<file path="src/logic/apis_pkg.sv">
// Package: register map, field layout and reset values of the port-isolation block
package apis_pkg;
   localparam int unsigned NUM_CH = 10;
   localparam logic [11:0] OFF_MGMT = 12'h000;
   localparam logic [11:0] OFF_ISO = 12'h008;
   localparam logic [11:0] OFF_IEN = 12'h00c;
   localparam logic [11:0] OFF_RAW = 12'h010;
   localparam logic [11:0] OFF_MIRQ = 12'h014;
   localparam int unsigned CHSEL_LSB = 0;
   localparam int unsigned CHSEL_W = 4;
   localparam int unsigned GEN_BIT = 4;
   localparam int unsigned DONE_BIT = 5;
   localparam int unsigned START_BIT = 6;
   localparam logic [3:0] CHSEL_MAX = 4'h9;
   localparam logic [31:0] RST_WORD = 32'h0000_0000;
   localparam logic [1:0] HTRANS_NONSEQ = 2'h2;
   localparam logic [1:0] HTRANS_SEQ = 2'h3;
endpackage : apis_pkg

</file>
<file path="src/logic/apis_pin_route.sv">
// Pad routing: one analog channel to the converter, digital path isolation
`timescale 1ns/10ps
module apis_pin_route #(
   parameter int unsigned NCH = 10
) (
   input wire logic [3:0] channel_select,      // Selected channel code
   input wire logic global_channel_enable,     // Global analog connect
   input wire logic [NCH-1:0] pin_analog_only_mask, // Isolation mask
   output logic [NCH-1:0] analog_connect,      // Pin to converter input
   output logic [NCH-1:0] digital_enable       // Digital path enable
);
   // Reserved codes match no pin, so nothing connects
   genvar g;
   generate
      for (g = 0; g < NCH; g++) begin : g_pin
         assign analog_connect[g] = global_channel_enable &
            (channel_select == 4'(g));
         assign digital_enable[g] = ~pin_analog_only_mask[g];
      end
   endgenerate
endmodule : apis_pin_route

</file>
<file path="src/logic/apis_top.sv">
// AHB-Lite register bank with port 2 isolation and channel interrupts
// Operation
// - Only one port pin reaches converter
// - Unselected pins stay digital unless masked
// - Mask bit one isolates pin digital path
// - Enabled channel completion raises interrupt
// - Raw flag shows pending channel interrupt
// - Writing zero clears flag and request unless a completion sets that flag in the same cycle
// - Codes zero to nine pick channels
// - Global enable connects or disconnects channels
// - Done clears start unless a write sets start that cycle; start clears done unless done arrives that cycle
`timescale 1ns/10ps
module apis_top (
   input wire logic hclk,                 // Bus clock, 40 MHz
   input wire logic hresetn,              // Async reset, active low
   input wire logic hsel,                 // Slave select
   input wire logic [31:0] haddr,         // Byte address
   input wire logic [1:0] htrans,         // Transfer type
   input wire logic hwrite,               // Write when high
   input wire logic [2:0] hsize,          // Transfer size
   input wire logic hready,               // Bus ready in
   input wire logic [31:0] hwdata,        // Write data
   output logic [31:0] hrdata,            // Read data
   output logic hreadyout,                // Slave ready
   output logic hresp,                    // Response, always OKAY
   input wire logic conv_done,            // Converter finished, pulse
   output logic conv_start,               // Start level to converter
   output logic [3:0] channel_select,     // Channel code to converter
   output logic [9:0] analog_connect,     // Pin to converter input
   output logic [9:0] digital_enable,     // Pad digital path enable
   output logic irq                       // Level interrupt
);
   localparam int unsigned N = apis_pkg::NUM_CH;

   // ----------------------------------------------------------------
   // Bus address phase capture
   // ----------------------------------------------------------------
   logic wr_q, rd_q;
   logic [11:0] addr_q;
   logic done_q;
   logic [6:0] mgmt_q;
   logic [N-1:0] iso_q, ien_q, raw_q, mirq_q;
   logic [N-1:0] raw_d, mirq_d;
   logic conv_done_q;

   wire take = hsel & hready & (htrans == apis_pkg::HTRANS_NONSEQ |
      htrans == apis_pkg::HTRANS_SEQ);
   assign hreadyout = 1'b1;
   assign hresp = 1'b0;

   // Register transfer intent for the data phase
   always_ff @(posedge hclk or negedge hresetn) begin
      if (!hresetn) begin
         wr_q <= 1'b0;
         rd_q <= 1'b0;
         addr_q <= 12'h000;
      end else begin
         wr_q <= take & hwrite;
         rd_q <= take & ~hwrite;
         addr_q <= {haddr[11:2], 2'h0};
      end
   end

   // ----------------------------------------------------------------
   // Decode
   // ----------------------------------------------------------------
   function automatic logic hit(input logic [11:0] a,
                                input logic [11:0] off);
      hit = (a == off);
   endfunction : hit

   wire wr_mgmt = wr_q & hit(addr_q, apis_pkg::OFF_MGMT);
   wire wr_iso = wr_q & hit(addr_q, apis_pkg::OFF_ISO);
   wire wr_ien = wr_q & hit(addr_q, apis_pkg::OFF_IEN);
   wire wr_raw = wr_q & hit(addr_q, apis_pkg::OFF_RAW);
   wire rd_mirq = rd_q & hit(addr_q, apis_pkg::OFF_MIRQ);
   wire start_set = wr_mgmt & hwdata[apis_pkg::START_BIT];

   // Converter completion, one-cycle event per done pulse while start is set
   wire done_evt = conv_done & ~conv_done_q & mgmt_q[apis_pkg::START_BIT];
   wire [3:0] cs = mgmt_q[3:0];
   wire cs_ok = cs <= apis_pkg::CHSEL_MAX;
   wire [N-1:0] ch_evt = (done_evt & cs_ok) ?
      N'(1) << cs : '0;
   wire [N-1:0] raw_wzero = wr_raw ? ~hwdata[N-1:0] : '0;

   // Set wins over the clearing write
   assign raw_d = (raw_q & ~raw_wzero) | (ch_evt & ien_q);
   // Masked status: read clears, event set wins
   assign mirq_d = (rd_mirq ? '0 : mirq_q) | (ch_evt & ien_q);

   // ----------------------------------------------------------------
   // Registers
   // ----------------------------------------------------------------
   always_ff @(posedge hclk or negedge hresetn) begin
      if (!hresetn) begin
         conv_done_q <= 1'b0;
         mgmt_q <= 7'h00;
         done_q <= 1'b0;
         iso_q <= '0;
         ien_q <= '0;
         raw_q <= '0;
         mirq_q <= '0;
      end else begin
         conv_done_q <= conv_done;
         raw_q <= raw_d;
         mirq_q <= mirq_d;
         if (wr_iso) iso_q <= hwdata[N-1:0];
         if (wr_ien) ien_q <= hwdata[N-1:0];
         if (wr_mgmt) begin
            mgmt_q <= {hwdata[6], 1'b0, hwdata[4:0]};
         end else if (done_evt) begin
            mgmt_q[apis_pkg::START_BIT] <= 1'b0;
         end
         if (done_evt) done_q <= 1'b1;
         else if (start_set) done_q <= 1'b0;
      end
   end

   // Read mux, reserved bits read zero
   logic [31:0] rmux;
   always_comb begin
      rmux = 32'h0000_0000;
      unique case (addr_q)
         apis_pkg::OFF_MGMT: rmux = {25'h0, mgmt_q[6], done_q, mgmt_q[4:0]};
         apis_pkg::OFF_ISO: rmux = {22'h0, iso_q};
         apis_pkg::OFF_IEN: rmux = {22'h0, ien_q};
         apis_pkg::OFF_RAW: rmux = {22'h0, raw_q};
         apis_pkg::OFF_MIRQ: rmux = {22'h0, mirq_q};
         default: rmux = 32'h0000_0000;
      endcase
   end
   assign hrdata = rd_q ? rmux : 32'h0000_0000;

   // ----------------------------------------------------------------
   // Outputs
   // ----------------------------------------------------------------
   assign conv_start = mgmt_q[apis_pkg::START_BIT];
   assign channel_select = cs;
   assign irq = |(raw_q & ien_q);

   apis_pin_route #(.NCH(N)) u_route (
      .channel_select(cs),
      .global_channel_enable(mgmt_q[apis_pkg::GEN_BIT]),
      .pin_analog_only_mask(iso_q),
      .analog_connect(analog_connect),
      .digital_enable(digital_enable)
   );

   // Each pending enabled channel must hold the request up
   for (genvar i = 0; i < N; i++) begin : g_irq_chk

   end
endmodule : apis_top

</file>
<file path="config.mk">
export PLATFORM = sky130hd
export DESIGN_NAME = apis_top
export DESIGN_NICKNAME = d
export VERILOG_FILES = /design/src/logic/apis_pkg.sv /design/src/logic/apis_pin_route.sv /design/src/logic/apis_top.sv
export SDC_FILE = /design/constraint.sdc
export NUM_CORES = 1
export LEC_CHECK = 0
export ABC_AREA = 1
export BUFFER_PORTS_ARGS = -buffer_cell sky130_fd_sc_hd__buf_2
export CAP_MARGIN = 20
export CORE_MARGIN = 1.5
export CORE_UTILIZATION = 50
export CTS_CLUSTER_SIZE = 24
export DETAILED_ROUTE_END_ITERATION = 8
export GPL_TIMING_DRIVEN = 0
export PLACE_DENSITY_LB_ADDON = 0.15
export RECOVER_POWER = 100
export SLEW_MARGIN = 20
export SYNTH_ARGS = -nofsm -noshare
export SYNTH_HDL_FRONTEND = slang
export SYNTH_HIERARCHICAL = 1
export SYNTH_SLANG_ARGS = --single-unit
</file>
<file path="constraint.sdc">
create_clock -name hclk -period 2.5 [get_ports hclk]
set_input_delay 0.375 -clock hclk [delete_from_list [all_inputs] [get_ports hclk]]
set_output_delay 0.375 -clock hclk [all_outputs]
set_load 0.02 [all_outputs]
</file>
==> impl_results.md <==
* Outcome: finished clean
* Post-Route Setup TNS at 0 ns
* Peak VDD IR at 0.369 mV
* Worst-Margin Slew at 1.48 ns
* ANT cells at 0
* Worst-path clk slew at 0.07 ns
* Avg Vias per Cell at ~5.2
* Max cap viols at 0
* Initial DRC Count at 251
* Worst EP arrival at 1.96 ns
* Worst R2R Start: mgmt_q[2]$_DFFE_PN0P_
* Lkg Pwr at 2.14 nW
* Number of fill cells in the layout at 575
* Post-synthesis cell area at 3180 sq um
* FF+latch count, synth at 60
* CTS tree: done
* Synthesis warning total at 6
* Pwr/cell area at about 500 nW/um^2
* Cells after Synth at 396
* H-tree Lvls at 3
* Row Count at 28
* Synth area leaders: dfrtp_1, nand3_1, nand2_1
* Clk_lat worst skew at 0.34 ns
* Clock skew at 0.00870 ns
* Wire per inst at 14.3 um
* Routed wire length at between 8 and 9 mm
* Total GRT Usage at 0.260
* Root Buffer Master: clkbuf_8
* Met2 wire length at 3.71 mm
* Share of post-route cells with drive strength above 1 at 0.228
* Fin crit period at 2.34 ns
* Critical path capture point type: output pin
* Cell taking the most area after synthesis: dfrtp_1
* Worst setup margin at 0.165 ns
* Antenna Nets Post-Route at 0
* Filler-free cell count of the finished design at 571
* Met3 wire length at 818 um
* Max-slew headroom at 0.0156
* Final setup viols at 0
* Die Y-Extent at 82.8 um
* Clk sinks at 60
* Tcrit/Tclk final at 0.934
* RSZ-0062 raised after global routing: false
* Vias in the first global route at 2,682
* Setup CP Type: reg -> out
* Seq/Total Area, Yosys at 0.472
* Synth unique cells at 25
* P&R area growth vs syn at 20.2%
* Slew Viols, Final at 0
* Fin Hold WS at 0.139 ns
* Clk buf depth at 2
* Top Layer Used: met4
* Critical path origin: addr_q[5]$_DFF_PN0_
* Peak fanout along the critical path at 10
* Core area at approximately 6000 sq um
* Starting density of the core at 0.528
* Port buffer count at between 60 and 70
* First-pass GRT wire length at 12.8 mm
* Clock buffer count from CTS at 9
* DRC at 0
* CP Launch Type: register
* Via count at around 3,000
* Max Fclk at 428 MHz
* Die footprint at 6850 sq um
* Final Hold Viols at 0
* # placed instances at about 560
* Grt total ovfl at 0
* Avg Synthesized Cell Area at 8.03 sq um
* Initial antenna violation count at 0
* DRT met1 WL at 3.46 mm
* Routability cong. at about 0.9
* Hpwl dp at around 5.6 mm
* Pre-antenna DRT Iters at 6
* Required time of the critical path at 2.12 ns
* Fin nets at 566
* Largest net degree at the start of global routing at 61
* HP Class: in -> reg
* Post-synth top area share at 0.472
* Pre-CTS setup slack at ~0.48 ns
* Hold path start: haddr[10]
* Io pins at 135
* Die Span X at 82.8 um
* Core Util, Final at 0.634
==> per-layer routing <==
layer / GRT usage / vias up
met4: 0.112 / 0
met1: 0.354 / 1350
met3: 0.0560 / 16
li1: - / 1427
met5: 0 / -
met2: 0.400 / 164
==> metrics by stage <==
| stage | cell area [sq um] | power, W |
|---|---|---|
| floorplan | 3260 | 0.00110 |
| global placement | 3670 | 0.00115 |
| detailed placement | 3670 | 0.00115 |
| CTS | 3860 | 0.00194 |
| global route | 3820 | 0.00200 |
| finish | 3820 | 0.00194 |
==> report_power, final <==
| group | internal, W | total (W) | switching [W] |
|---|---|---|---|
| clock network | 0.000413 | 0.000803 | 0.000390 |
| registers | 0.000983 | 0.000992 | 0.00000876 |
| logic | 0.0000506 | 0.000142 | 0.0000917 |
| total | 0.00145 | 0.00194 | 0.000490 |
==> worst paths after layout <==
| check | end | slack (ns) | depth (start not counted) |
|---|---|---|---|
| max | hrdata[4] | 0.16 | 8 |
| min | addr_q[10]$_DFF_PN0_ | 0.14 | 1 |
| max reg2reg | mirq_q[8]$_DFF_PN0_ | 0.70 | 6 |
| min reg2reg | mirq_q[1]$_DFF_PN0_ | 0.49 | 2 |
| max in group asynchronous | mgmt_q[1]$_DFFE_PN0P_ | 1.22 | 1 |
| min in group asynchronous | addr_q[10]$_DFF_PN0_ | 0.37 | 1 |
==> cell type report <==
type | count | area, sq um | area share
multi-input cells | 275 | 1320 | 0.346
inverters | 40 | 150 | 0.0393
plain buffers | 43 | 288 | 0.0753
well taps | 75 | 93.8 | 0.0245
flip-flops and latches | 60 | 1500 | 0.393
clock buffers | 11 | 151 | 0.0396
repair buffers | 62 | 280 | 0.0733
clock inverters | 5 | 36.3 | 0.00949
==> state kept, by name, summed over array words and instances (netlist names) <==
name	count
iso_q	10
wr_q	1
rd_q	1
addr_q	10
conv_done_q	1
mgmt_q	6
raw_q	10
mirq_q	10
done_q	1
ien_q	10
==> worst max-delay path, cell delays in order, from the launching register on <==
cell	delay [ns]
dfrtp_1	0.37
or2_4	0.27
nor2_8	0.15
buf_6	0.17
nand2_1	0.08
nand3_2	0.09
nand2_4	0.15
nor2_2	0.15
clkbuf_2	0.17
==> layout by cell type (no fill, tap or decap), types with 3 or more instances in the layout <==
cell type	instances
nand4_1	6
nor2_2	12
buf_2	36
nor3_1	6
conb_1	24
inv_1	40
clkbuf_1	31
nand2_1	70
clkbuf_4	3
buf_4	27
nand3_1	62
o21ai_0	49
clkbuf_2	7
nand2_2	3
nor2_1	30
clkinvlp_4	3
dfrtp_1	60
clkbuf_8	11
==> what timing repair did <==
action                                  in CTS  in global routing
hold buffers                                 0                  0
resized for setup                            0                  1
buffers inserted                             0                  0
hold endpoints to repair                     0                  0
endpoints found under the setup margin       0                  7
==> synth_stat cells <==
cell type and number:
nand2_1 71, nand3_1 62, dfrtp_1 60, o21ai_0 49, inv_1 40, buf_4 30, nor2_1 29, nor2_2 13
buf_2 7, nand4_1 6, nor3_1 6, clkbuf_1 5, a22o_1 2, conb_1 2, nand2_2 2, nand3_2 2
nor2_4 2, a21oi_1 1, a221oi_1 1, buf_6 1, nand2_4 1, nand3_4 1, nand3b_1 1, nor2_8 1
or2_4 1
==> cells by family (layout without fill, tap and decap cells) <==
logic type	after synthesis	in the layout	share of synthesized area
flops	60	60	0.472
other cells	2	24	0.00236
simple gates	198	198	0.300
buf+inv	83	161	0.138
compound gates	53	53	0.0869
Note: power is estimated with default switching activity, not from simulation.
